**src/logic/timer_pkg.sv**
```systemverilog
// Purpose: Shared constants for the timer module core.
// Assumes: Byte-wide register port, one system clock.
// Notes: Register indices are byte addresses on the register port.
package timer_pkg;
  // ***********************************************
  // Register indices.
  // ***********************************************
  localparam logic [3:0] ADDR_CTRL0 = 4'h0; // Pause, clock select, run, period.
  localparam logic [3:0] ADDR_CTRL1 = 4'h1; // Mode, action, level, polarity, single pulse, clear select.
  localparam logic [3:0] ADDR_CNT_L = 4'h2; // Count low byte, via holding buffer.
  localparam logic [3:0] ADDR_CNT_H = 4'h3; // Count high byte.
  localparam logic [3:0] ADDR_CMPA_L = 4'h4; // Compare A low byte.
  localparam logic [3:0] ADDR_CMPA_H = 4'h5; // Compare A high byte.
  localparam logic [3:0] ADDR_CMPB_L = 4'h6; // Compare B low byte.
  localparam logic [3:0] ADDR_CMPB_H = 4'h7; // Compare B high byte.
  localparam logic [3:0] ADDR_CAP_CFG = 4'h8; // Capture enable and edge select.
  localparam logic [3:0] ADDR_CAP_L = 4'h9; // Captured count low byte.
  localparam logic [3:0] ADDR_CAP_H = 4'hA; // Captured count high byte.
  localparam logic [3:0] ADDR_INT_STAT = 4'hB; // Sticky event flags, write one to clear.
  localparam logic [3:0] ADDR_INT_MASK = 4'hC; // Interrupt mask, same layout.
  // ***********************************************
  // Field positions and codes.
  // ***********************************************
  localparam int C0_PAUSE = 7;
  localparam int C0_RUN = 3;
  localparam int C1_OC = 3;
  localparam int C1_POL = 2;
  localparam int C1_SP = 1;
  localparam int C1_CCLR = 0;
  localparam int CAP_EN = 2;
  localparam int ST_A = 0;
  localparam int ST_P = 1;
  localparam int ST_B = 2;
  localparam int ST_CAP = 3;
  localparam int ST_W = 4;
  localparam logic [7:0] RESET_BYTE = 8'h00;
  localparam int PRESC_SYS = 4; // System clock divided by four.
  localparam int PRESC_H1 = 16; // High clock divided by sixteen.
  localparam int PRESC_H2 = 64; // High clock divided by sixty-four.
  typedef enum logic [2:0] {
    CK_SYS4 = 3'b000, CK_SYS = 3'b001, CK_H16 = 3'b010, CK_H64 = 3'b011,
    CK_TBC = 3'b100, CK_RSVD = 3'b101, CK_EXT_R = 3'b110, CK_EXT_F = 3'b111
  } clk_sel_t;
  typedef enum logic [1:0] {
    MD_CMP = 2'b00, MD_UNDEF = 2'b01, MD_PWM = 2'b10, MD_TIMER = 2'b11
  } mode_t;
  typedef enum logic [1:0] {
    ACT_NONE = 2'b00, ACT_LOW = 2'b01, ACT_HIGH = 2'b10, ACT_TOGGLE = 2'b11
  } pin_act_t;
  typedef enum logic [1:0] {
    EDGE_RISE = 2'b00, EDGE_FALL = 2'b01, EDGE_BOTH = 2'b10, EDGE_NONE = 2'b11
  } cap_edge_t;
endpackage : timer_pkg

```
**src/logic/count_tick_if.sv**
```systemverilog
// Purpose: Carries clock selection and count ticks between timer modules.
// Assumes: Single clock domain.
// Notes: Edge pulses are one cycle wide.
`timescale 1ns/1ps
interface count_tick_if;
  timer_pkg::clk_sel_t sel; // Selected count clock source.
  logic ext_rise; // Rising edge seen on the external count pin.
  logic ext_fall; // Falling edge seen on the external count pin.
  logic tick; // One-cycle count advance.
  modport core (output sel, output ext_rise, output ext_fall, input tick);
  modport gen (input sel, input ext_rise, input ext_fall, output tick);
endinterface : count_tick_if

```
**src/logic/edge_sync.sv**
```systemverilog
// Purpose: Synchronises a pin and reports its edges as single pulses.
// Assumes: Pin is asynchronous to the clock.
// Notes: Adds two cycles of latency from pin to pulse.
`timescale 1ns/1ps
module edge_sync (
  input wire logic clock,
  input wire logic rst_n,
  input wire logic ce,
  input wire logic pin,
  output logic rise,
  output logic fall
);
  logic meta_reg; // First stage, read only by the second.
  logic sync_reg; // Second stage.
  logic prev_reg; // Delayed copy for edge detection.

  always_ff @(posedge clock or negedge rst_n) begin
    if (!rst_n) begin
      meta_reg <= 1'b0;
      sync_reg <= 1'b0;
      prev_reg <= 1'b0;
    end else if (ce) begin
      meta_reg <= pin;
      sync_reg <= meta_reg;
      prev_reg <= sync_reg;
    end
  end

  // Edges compare stable stages only, so each transition yields one pulse.
  assign rise = ce & sync_reg & ~prev_reg;
  assign fall = ce & ~sync_reg & prev_reg;
endmodule : edge_sync

```
**src/logic/count_clock_gen.sv**
```systemverilog
// Purpose: Produces count ticks from the selected clock source.
// Assumes: High and time base clocks arrive as one-cycle enables.
// Notes: The reserved code gives no ticks at all.
`timescale 1ns/1ps
module count_clock_gen (
  input wire logic clock,
  input wire logic rst_n,
  input wire logic ce,
  input wire logic fh_tick,
  input wire logic tbc_tick,
  count_tick_if.gen tif
);
  logic [5:0] hdiv_reg; // Divider on high clock enables.
  logic [1:0] sdiv_reg; // Divider on the system clock.

  // Free-running prescalers; they keep running so rates stay steady across reselection.
  always_ff @(posedge clock or negedge rst_n) begin
    if (!rst_n) begin
      hdiv_reg <= 6'h00;
      sdiv_reg <= 2'h0;
    end else if (ce) begin
      sdiv_reg <= sdiv_reg + 2'h1;
      if (fh_tick) begin
        hdiv_reg <= hdiv_reg + 6'h01;
      end
    end
  end

  always_comb begin
    unique case (tif.sel)
      timer_pkg::CK_SYS4: tif.tick = ce && (sdiv_reg == 2'(timer_pkg::PRESC_SYS - 1));
      timer_pkg::CK_SYS: tif.tick = ce;
      timer_pkg::CK_H16: tif.tick = ce && fh_tick && (hdiv_reg[3:0] == 4'(timer_pkg::PRESC_H1 - 1));
      timer_pkg::CK_H64: tif.tick = ce && fh_tick && (hdiv_reg == 6'(timer_pkg::PRESC_H2 - 1));
      timer_pkg::CK_TBC: tif.tick = ce && tbc_tick;
      timer_pkg::CK_RSVD: tif.tick = 1'b0;
      timer_pkg::CK_EXT_R: tif.tick = tif.ext_rise;
      timer_pkg::CK_EXT_F: tif.tick = tif.ext_fall;
    endcase
  end
endmodule : count_clock_gen

```
**src/logic/timer_core.sv**
```systemverilog
// Purpose: Counter, comparators, capture, output pin and byte registers of one timer unit.
// Assumes: Byte register port, synchronous strobes, clock at 125 MHz.
// Notes: Compact units tie HAS_B low; enhanced units set it.
// Overview of operation
// - count up, compare, interrupt, clear, drive pin
// - reserved clock code stops counting
// - clock from prescaled, high, time base, pin
// - compare A and P each interrupt
// - enhanced unit adds comparator B interrupt
// - pin count clock on either edge
// - count pin triggers single pulse
// - capture on rising, falling or both
// - compare match sets, clears, toggles pin
// - output pin carries PWM waveform
// - high byte direct, low via buffer
// - low write buffers, high write commits
// - high read latches low into buffer
// - ten-bit counter, period matches top bits
// - run rising edge clears the count
`timescale 1ns/1ps
module timer_core #(
  parameter int CNT_W = 10,
  parameter bit HAS_B = 1'b1
) (
  input wire logic clock,
  input wire logic rst_n,
  input wire logic ce,
  input wire logic [3:0] addr,
  input wire logic [7:0] wdata,
  input wire logic wr,
  input wire logic rd,
  output logic [7:0] rdata,
  input wire logic fh_tick,
  input wire logic tbc_tick,
  input wire logic ext_count_clock_pin,
  input wire logic capture_input_pin,
  output logic timer_output_pin,
  output logic irq
);
  // ***********************************************
  // Elaboration checks and declarations.
  // ***********************************************
  if (CNT_W < 9 || CNT_W > 16) begin : g_bad_width
    $error("CNT_W must lie between 9 and 16");
  end
  localparam int HI_W = CNT_W - 8;
  localparam int LO_P = CNT_W - 3; // Bits below the period field.
  localparam int ST_W_L = timer_pkg::ST_W; // Count of status flags, needed before the flag registers.

  count_tick_if tif ();
  logic [7:0] ctrl0_reg; // Pause, clock select, run, period.
  logic [7:0] ctrl1_reg; // Mode and pin controls.
  logic [2:0] capcfg_reg; // Capture enable and edge.
  logic [CNT_W-1:0] cnt_reg; // Main count.
  logic [CNT_W-1:0] cmp_a_reg; // Compare value A.
  logic [CNT_W-1:0] cmp_b_reg; // Compare value B.
  logic [CNT_W-1:0] cap_reg; // Captured count.
  logic [7:0] buf_reg; // Shared low-byte holding buffer.
  logic [7:0] rdata_reg; // Read data, valid the cycle after the strobe.
  logic [ST_W_L-1:0] stat_reg; // Sticky event flags.
  logic [ST_W_L-1:0] mask_reg; // Interrupt mask.
  logic run_prev_reg; // Run bit last cycle, for its rising edge.
  logic out_reg; // Output pin level.
  logic run_rise, tick, cap_rise, cap_fall, cap_hit, trig;
  logic match_a, match_b, match_p, clr_a;
  logic [CNT_W-1:0] cnt_next;
  logic [ST_W_L-1:0] events;
  timer_pkg::mode_t mode;
  timer_pkg::pin_act_t act;

  assign tif.sel = timer_pkg::clk_sel_t'(ctrl0_reg[6:4]);
  assign mode = timer_pkg::mode_t'(ctrl1_reg[7:6]);
  assign act = timer_pkg::pin_act_t'(ctrl1_reg[5:4]);

  // ***********************************************
  // Pin synchronisers and clock source.
  // ***********************************************
  edge_sync u_ext_sync (
    .clock(clock), .rst_n(rst_n), .ce(ce), .pin(ext_count_clock_pin),
    .rise(tif.ext_rise), .fall(tif.ext_fall)
  );
  edge_sync u_cap_sync (
    .clock(clock), .rst_n(rst_n), .ce(ce), .pin(capture_input_pin),
    .rise(cap_rise), .fall(cap_fall)
  );
  count_clock_gen u_clk (
    .clock(clock), .rst_n(rst_n), .ce(ce), .fh_tick(fh_tick), .tbc_tick(tbc_tick), .tif(tif)
  );

  // ***********************************************
  // Counter and comparators.
  // ***********************************************
  // The counter only advances while running and not paused.
  assign tick = tif.tick && ctrl0_reg[timer_pkg::C0_RUN] && !ctrl0_reg[timer_pkg::C0_PAUSE];
  assign run_rise = ce && ctrl0_reg[timer_pkg::C0_RUN] && !run_prev_reg;
  assign cnt_next = cnt_reg + {{(CNT_W-1){1'b0}}, 1'b1};
  // period on top bits
  // A zero period field matches the natural wrap, i.e. overflow at full count.
  assign match_p = tick && (cnt_next[CNT_W-1:LO_P] == ctrl0_reg[2:0]) && (cnt_next[LO_P-1:0] == '0);
  assign match_a = tick && (cnt_next == cmp_a_reg);
  assign match_b = HAS_B && tick && (cnt_next == cmp_b_reg);
  assign clr_a = match_a && ctrl1_reg[timer_pkg::C1_CCLR];
  // single pulse trigger
  // The count pin acts as trigger only while single pulse is enabled in compare mode.
  assign trig = ctrl1_reg[timer_pkg::C1_SP] && (mode == timer_pkg::MD_CMP) && tif.ext_rise;

  // Counter update; the run edge and the trigger restart from zero.
  always_ff @(posedge clock or negedge rst_n) begin
    if (!rst_n) begin
      cnt_reg <= '0;
      run_prev_reg <= 1'b0;
    end else if (ce) begin
      run_prev_reg <= ctrl0_reg[timer_pkg::C0_RUN];
      if (run_rise || trig) begin
        cnt_reg <= '0;
      end else if (clr_a || (match_p && !ctrl1_reg[timer_pkg::C1_CCLR])) begin
        cnt_reg <= '0;
      end else if (tick) begin
        cnt_reg <= cnt_next;
      end
    end
  end

  // ***********************************************
  // Output pin.
  // ***********************************************
  // Pin level follows the mode; pin sharing is owned by the port logic outside.
  always_ff @(posedge clock or negedge rst_n) begin
    if (!rst_n) begin
      out_reg <= 1'b0;
    end else if (ce) begin
      if (mode == timer_pkg::MD_PWM) begin
        out_reg <= (cnt_reg < cmp_a_reg) ^ ctrl1_reg[timer_pkg::C1_POL];
      end else if (mode == timer_pkg::MD_CMP) begin
        if (run_rise) begin
          out_reg <= ctrl1_reg[timer_pkg::C1_OC];
        end else if (trig) begin
          out_reg <= ~ctrl1_reg[timer_pkg::C1_OC];
        end else if (match_a) begin
          unique case (act)
            timer_pkg::ACT_NONE: out_reg <= out_reg;
            timer_pkg::ACT_LOW: out_reg <= 1'b0;
            timer_pkg::ACT_HIGH: out_reg <= 1'b1;
            timer_pkg::ACT_TOGGLE: out_reg <= ~out_reg;
          endcase
        end
      end
    end
  end
  assign timer_output_pin = out_reg;

  // ***********************************************
  // Capture.
  // ***********************************************
  // capture edge select
  always_comb begin
    unique case (timer_pkg::cap_edge_t'(capcfg_reg[1:0]))
      timer_pkg::EDGE_RISE: cap_hit = cap_rise;
      timer_pkg::EDGE_FALL: cap_hit = cap_fall;
      timer_pkg::EDGE_BOTH: cap_hit = cap_rise | cap_fall;
      timer_pkg::EDGE_NONE: cap_hit = 1'b0;
    endcase
  end

  // The captured count stays until the next qualifying edge.
  always_ff @(posedge clock or negedge rst_n) begin
    if (!rst_n) begin
      cap_reg <= '0;
    end else if (ce && cap_hit && capcfg_reg[timer_pkg::CAP_EN]) begin
      cap_reg <= cnt_reg;
    end
  end

  // ***********************************************
  // Interrupt flags.
  // ***********************************************
  // A, P, B and capture sources
  assign events = {cap_hit && capcfg_reg[timer_pkg::CAP_EN], match_b, match_p, match_a};

  // A set in the same cycle as a clearing write wins, so no event is lost.
  always_ff @(posedge clock or negedge rst_n) begin
    if (!rst_n) begin
      stat_reg <= '0;
      mask_reg <= '0;
    end else if (ce) begin
      if (wr && addr == timer_pkg::ADDR_INT_MASK) begin
        mask_reg <= wdata[ST_W_L-1:0];
      end
      if (wr && addr == timer_pkg::ADDR_INT_STAT) begin
        stat_reg <= (stat_reg & ~wdata[ST_W_L-1:0]) | events;
      end else begin
        stat_reg <= stat_reg | events;
      end
    end
  end
  assign irq = |(stat_reg & mask_reg);

  // ***********************************************
  // Register port and byte buffer.
  // ***********************************************
  // Control registers and compare values; the counter is read only.
  always_ff @(posedge clock or negedge rst_n) begin
    if (!rst_n) begin
      ctrl0_reg <= timer_pkg::RESET_BYTE;
      ctrl1_reg <= timer_pkg::RESET_BYTE;
      capcfg_reg <= '0;
      cmp_a_reg <= '0;
      cmp_b_reg <= '0;
    end else if (ce && wr) begin
      unique case (addr)
        timer_pkg::ADDR_CTRL0: ctrl0_reg <= wdata;
        timer_pkg::ADDR_CTRL1: ctrl1_reg <= wdata;
        timer_pkg::ADDR_CAP_CFG: capcfg_reg <= wdata[2:0];
        timer_pkg::ADDR_CMPA_H: cmp_a_reg <= {wdata[HI_W-1:0], buf_reg};
        timer_pkg::ADDR_CMPB_H: if (HAS_B) begin
          cmp_b_reg <= {wdata[HI_W-1:0], buf_reg};
        end
        default: ;
      endcase
    end
  end

  // shared low-byte buffer
  // Only low writes and high reads move the buffer, so the sequence order matters.
  always_ff @(posedge clock or negedge rst_n) begin
    if (!rst_n) begin
      buf_reg <= timer_pkg::RESET_BYTE;
    end else if (ce) begin
      if (wr && (addr == timer_pkg::ADDR_CMPA_L || addr == timer_pkg::ADDR_CMPB_L)) begin
        buf_reg <= wdata;
      end else if (rd) begin
        unique case (addr)
          timer_pkg::ADDR_CNT_H: buf_reg <= cnt_reg[7:0];
          timer_pkg::ADDR_CMPA_H: buf_reg <= cmp_a_reg[7:0];
          timer_pkg::ADDR_CMPB_H: buf_reg <= cmp_b_reg[7:0];
          timer_pkg::ADDR_CAP_H: buf_reg <= cap_reg[7:0];
          default: ;
        endcase
      end
    end
  end

  // Read data registered; unmapped addresses and reserved bits read zero.
  always_ff @(posedge clock or negedge rst_n) begin
    if (!rst_n) begin
      rdata_reg <= timer_pkg::RESET_BYTE;
    end else if (ce) begin
      rdata_reg <= timer_pkg::RESET_BYTE;
      if (rd) begin
        unique case (addr)
          timer_pkg::ADDR_CTRL0: rdata_reg <= ctrl0_reg;
          timer_pkg::ADDR_CTRL1: rdata_reg <= ctrl1_reg;
          timer_pkg::ADDR_CNT_L, timer_pkg::ADDR_CMPA_L, timer_pkg::ADDR_CMPB_L,
          timer_pkg::ADDR_CAP_L: rdata_reg <= buf_reg;
          timer_pkg::ADDR_CNT_H: rdata_reg <= 8'(cnt_reg[CNT_W-1:8]);
          timer_pkg::ADDR_CMPA_H: rdata_reg <= 8'(cmp_a_reg[CNT_W-1:8]);
          timer_pkg::ADDR_CMPB_H: rdata_reg <= 8'(cmp_b_reg[CNT_W-1:8]);
          timer_pkg::ADDR_CAP_H: rdata_reg <= 8'(cap_reg[CNT_W-1:8]);
          timer_pkg::ADDR_CAP_CFG: rdata_reg <= {5'h00, capcfg_reg};
          timer_pkg::ADDR_INT_STAT: rdata_reg <= 8'(stat_reg);
          timer_pkg::ADDR_INT_MASK: rdata_reg <= 8'(mask_reg);
          default: rdata_reg <= timer_pkg::RESET_BYTE;
        endcase
      end
    end
  end
  assign rdata = rdata_reg;

  // ***********************************************
  // Assertions.
  // ***********************************************
  a_reserved_stop: assert property (@(posedge clock) disable iff (!rst_n)
    (tif.sel == timer_pkg::CK_RSVD) |-> !tick) else $error("count advanced on reserved clock");
  a_run_clear: assert property (@(posedge clock) disable iff (!rst_n)
    run_rise |=> (cnt_reg == '0)) else $error("count not cleared by run edge");
  a_count_step: assert property (@(posedge clock) disable iff (!rst_n)
    (tick && !match_a && !match_p && !trig && !run_rise) |=> (cnt_reg == $past(cnt_next)))
    else $error("count did not advance by one");
  a_flag_a_set: assert property (@(posedge clock) disable iff (!rst_n)
    (ce && match_a) |=> stat_reg[timer_pkg::ST_A]) else $error("compare A flag missing");
  a_flag_b_set: assert property (@(posedge clock) disable iff (!rst_n)
    (ce && match_b) |=> stat_reg[timer_pkg::ST_B]) else $error("compare B flag missing");
  a_period_wrap: assert property (@(posedge clock) disable iff (!rst_n)
    (ce && match_p && !ctrl1_reg[timer_pkg::C1_CCLR] && !run_rise && !trig) |=> (cnt_reg == '0))
    else $error("period match did not clear count");
  a_pin_toggle: assert property (@(posedge clock) disable iff (!rst_n)
    (ce && match_a && mode == timer_pkg::MD_CMP && act == timer_pkg::ACT_TOGGLE && !run_rise && !trig)
    |=> (out_reg != $past(out_reg))) else $error("pin did not toggle on match");
  a_pwm_level: assert property (@(posedge clock) disable iff (!rst_n)
    (ce && mode == timer_pkg::MD_PWM) |=> (out_reg == (($past(cnt_reg) < $past(cmp_a_reg)) ^
    $past(ctrl1_reg[timer_pkg::C1_POL])))) else $error("PWM level wrong");
  a_high_commit: assert property (@(posedge clock) disable iff (!rst_n)
    (ce && wr && addr == timer_pkg::ADDR_CMPA_H) |=> (cmp_a_reg[7:0] == $past(buf_reg)))
    else $error("high write did not commit buffer");
  a_high_latch: assert property (@(posedge clock) disable iff (!rst_n)
    (ce && rd && addr == timer_pkg::ADDR_CNT_H) ##1 (ce && rd && addr == timer_pkg::ADDR_CNT_L)
    |=> (rdata == $past(cnt_reg[7:0], 2))) else $error("low read not from latched buffer");
  a_capture_take: assert property (@(posedge clock) disable iff (!rst_n)
    (ce && cap_hit && capcfg_reg[timer_pkg::CAP_EN]) |=> (cap_reg == $past(cnt_reg)))
    else $error("capture missed");
endmodule : timer_core

```
**config.mk**
```make
export PLATFORM = sky130hd
export DESIGN_NAME = timer_core
export DESIGN_NICKNAME = d
export VERILOG_FILES = /design/src/logic/timer_pkg.sv /design/src/logic/count_tick_if.sv /design/src/logic/edge_sync.sv /design/src/logic/count_clock_gen.sv /design/src/logic/timer_core.sv
export SDC_FILE = /design/constraint.sdc
export NUM_CORES = 1
export LEC_CHECK = 0
export ABC_CLOCK_PERIOD_IN_PS = 3300
export BUFFER_PORTS_ARGS = -buffer_cell sky130_fd_sc_hd__buf_2
export CORE_MARGIN = 2
export CORE_UTILIZATION = 55
export DETAILED_ROUTE_END_ITERATION = 8
export PLACE_DENSITY = 0.79
export SLEW_MARGIN = 20
export SYNTH_ARGS = -nofsm -noshare
export SYNTH_HDL_FRONTEND = slang
export SYNTH_HIERARCHICAL = 1
export SYNTH_SLANG_ARGS = --single-unit
```
**constraint.sdc**
```tcl
create_clock -name clock -period 3.3 [get_ports clock]
set_input_delay 0 -clock clock [delete_from_list [all_inputs] [get_ports clock]]
set_output_delay 0 -clock clock [all_outputs]
set_load 0.02 [all_outputs]
```
==> flow_summary.json <==
{
  "htreeDepth": 3,
  "worst_pin_slew_ns": 1.020,
  "netlist.area_leader.share_pct": 41.38,
  "syn_avg_cell_area_um2": 10.08,
  "power_density_nw_per_um2": 588.9,
  "yosys.area.top_type": "dfrtp_1",
  "grt_overflow_total": 0,
  "fin_setup_tns_ns": 0,
  "p_switching_mw": 1.454,
  "layout-drive-gt1-share_pct": 22.58,
  "io_pins": 31,
  "swShare_pct": 37.72,
  "firstDrtPassIters": 7,
  "cp-start-kind": "flop",
  "grt_use_total_pct": 28.93,
  "drv_slew": 0,
  "drcViolationCount": 0,
  "critPathArrivalTime_ns": 3.23,
  "crit_type": "flop to flop",
  "initial_core_util_pct": 55.72,
  "drtIter0Drc": 740,
  "cts-root-buf": "clkbuf_8",
  "whs_ns": 0.1546,
  "grt_pass1_wl_um": 25790,
  "fmax_mhz": 337.4,
  "grt_start_max_net_pins": 81,
  "clk_latency_ns": 0.40,
  "p_int_mw": 2.400,
  "power_leakage_nw": 2.829,
  "wl_um": 16070,
  "status": "finished, final reports clean",
  "die_h_um": 108.3,
  "antenna_found_initial": 0,
  "hold_path_class": "input port to flop",
  "synth_seq_cells": 99,
  "rows": 38,
  "netlist_area_um2": 5987,
  "portBuffers": 30,
  "cts_buffers": 9,
  "synth_ff_type": "dfrtp_1",
  "maxCapViolCount": 0,
  "synth_nets": 629,
  "rsz0062_at_grt": "false",
  "ys_async_sr_fraction_pct": 100.0,
  "hold_viol_final": 0,
  "ys_top_cells_by_area": "dfrtp_1 41%, mux2_2 13%, nand2_1 3.6%, ha_1 2.9%, xnor2_1 2.9%",
  "comb_power_share_pct": 33.0,
  "period_share_pct": 89.82,
  "synth_cells": 594,
  "critPathTopFamily": "simple AND/OR/NAND/NOR gates",
  "worstPathCellList": "ha_1, nand4_1, o21ai_0, and2_1, a2bb2oi_1, or4b_4, a41oi_2, o32ai_1",
  "clk_pin_slew_worst_paths_ns": 0.10,
  "p_clk_share_pct": 18.5,
  "cp.required_ns": 3.57,
  "grt_pass1_vias": 4839,
  "seqPwrFrac_pct": 48.5,
  "die_x_um": 108.3,
  "hpwl_um": 11590,
  "yosysSeqAreaShare_pct": 41.38,
  "cpPeakStageDelay_ns": 0.57,
  "finalSetupViolations": 0,
  "crit_path_max_fanout": 10,
  "max_slew_margin_pct": 31.42,
  "synthToLayoutAreaGrowth_pct": 9.321,
  "die_area_um2": 11740,
  "cts.sinks": 99,
  "crit_path_end_kind": "flop",
  "place.gp.congestion": 0.9858,
  "peakVddDrop_uv": 487.4,
  "dr_total_vias": 5033,
  "fin_crit_ns": 2.964,
  "crit_buf_inv": 0,
  "postRouteAntennaNets": 0,
  "viasPerCell": 6.545,
  "synth_edf_count": 0,
  "ys_warn_count": 6,
  "power_mw": 3.854,
  "antenna_cells": 0,
  "crit_slowest_cell": "dfrtp_1",
  "clockBufferDepth": 2,
  "cts_tree": "done",
  "cts_setup_buffers": 0,
  "synth.distinct_cells": 72,
  "nets": 659,
  "wl_per_cell_um": 20.89,
  "fin_skew_ns": 0.01761,
  "core_area_um2": 10750
}
## worst register-to-register path, delay by kind of cell, from the launching register on
family	cells	cell delay, ns
compound gates	4	0.84
fa+ha+maj	1	0.37
simple gates	3	1.06
flops	1	0.57
## power groups by stage
stage,sequential (mW),combinational [mW],clock (mW)
finish,1.87,1.27,0.714
global route,1.91,1.39,0.784
CTS,1.85,1.26,0.734
detailed placement,1.88,1.24,0
global placement,1.86,1.20,0
floorplan,1.72,0.998,0
## synth_stat cells (8+ instances only)
master	n
nor3_1	12
dfrtp_1	99
nand4_1	9
a222oi_1	9
a31oi_1	13
xnor2_1	20
nand3_1	23
mux2i_1	8
inv_1	27
a22oi_1	8
mux2_2	67
nor2_1	24
nand2_1	58
ha_1	14
clkbuf_1	22
xor2_1	8
o22ai_1	10
a21oi_1	11
o21ai_0	24
## final cells by class
type,instances,area [µm²]
fillers,896,4200
multi-input cells,434,3254
flip-flops and latches,99,2477
repair buffers,53,364.1
well taps,140,175.2
clock buffers,13,148.9
inverters,27,101.3
clock inverters,3,23.77
## path summary, 6_finish.rpt
check                                   from           endpoint  slack (ns)  cells after the start
hold reg to reg            u_clk/sdiv_reg[0]  u_clk/sdiv_reg[0]        0.48                      1
max in group asynchronous              rst_n         cnt_reg[1]        2.33                      3
hold / removal                       addr[1]           rdata[0]        0.15                      3
min in group asynchronous              rst_n  u_clk/hdiv_reg[3]        0.21                      2
setup reg to reg                  cnt_reg[0]         cnt_reg[8]        0.34                      8
setup / recovery                  cnt_reg[0]         cnt_reg[8]        0.34                      8
## what timing repair did
action / 4_1_cts / 5_1_grt
hold buffers: 14 / 0
hold endpoints to repair: 106 / 0
gates resized for setup: 0 / 0
## cells by family (layout without fill, tap and decap cells)
family | Yosys count | in the layout | share of synthesized area [%]
and+or+nand+nor | 189 | 189 | 17.14
AOI/OAI and AO/OA | 125 | 125 | 15.38
DFF | 99 | 99 | 41.38
muxes | 77 | 77 | 14.44
buffers and inverters | 61 | 96 | 4.263
xor gates and xnor gates | 29 | 29 | 4.472
adders and majority gates | 14 | 14 | 2.926
## routing by layer
layer	global-route usage [%]	routed length, µm	part of all wire (%)
met5	0	0	0
met4	10.07	403	2.5
met3	7.233	1323	8.2
met2	46.27	7563	47
met1	38.39	6775	42
## cells in the final DEF (no fill, tap or decap), types with 10 or more instances in the layout
master and instances:
nor2_1 24, o21ai_0 24, ha_1 14, buf_2 29
mux2_2 67, a21oi_1 11, xnor2_1 20, dlygate4sd3_1 14
a31oi_1 13, inv_1 27, clkbuf_8 10, nand3_1 23
o22ai_1 10, nor3_1 12, dfrtp_1 99, nand2_1 58
## stage by stage
step / utilization [%] / worst slack [ns] / area [µm²] / instances
after floorplan: - / 0.7651 / 5987 / 594
after global placement: 57.96 / 0.5307 / 6228 / 739
after detailed placement: 57.96 / 0.4063 / 6228 / 739
after CTS: 60.88 / 0.3947 / 6541 / 769
after global routing: 60.91 / 0.1753 / 6545 / 769
final: 60.91 / 0.3359 / 6545 / 769
Power figures use the tool's default switching activity.
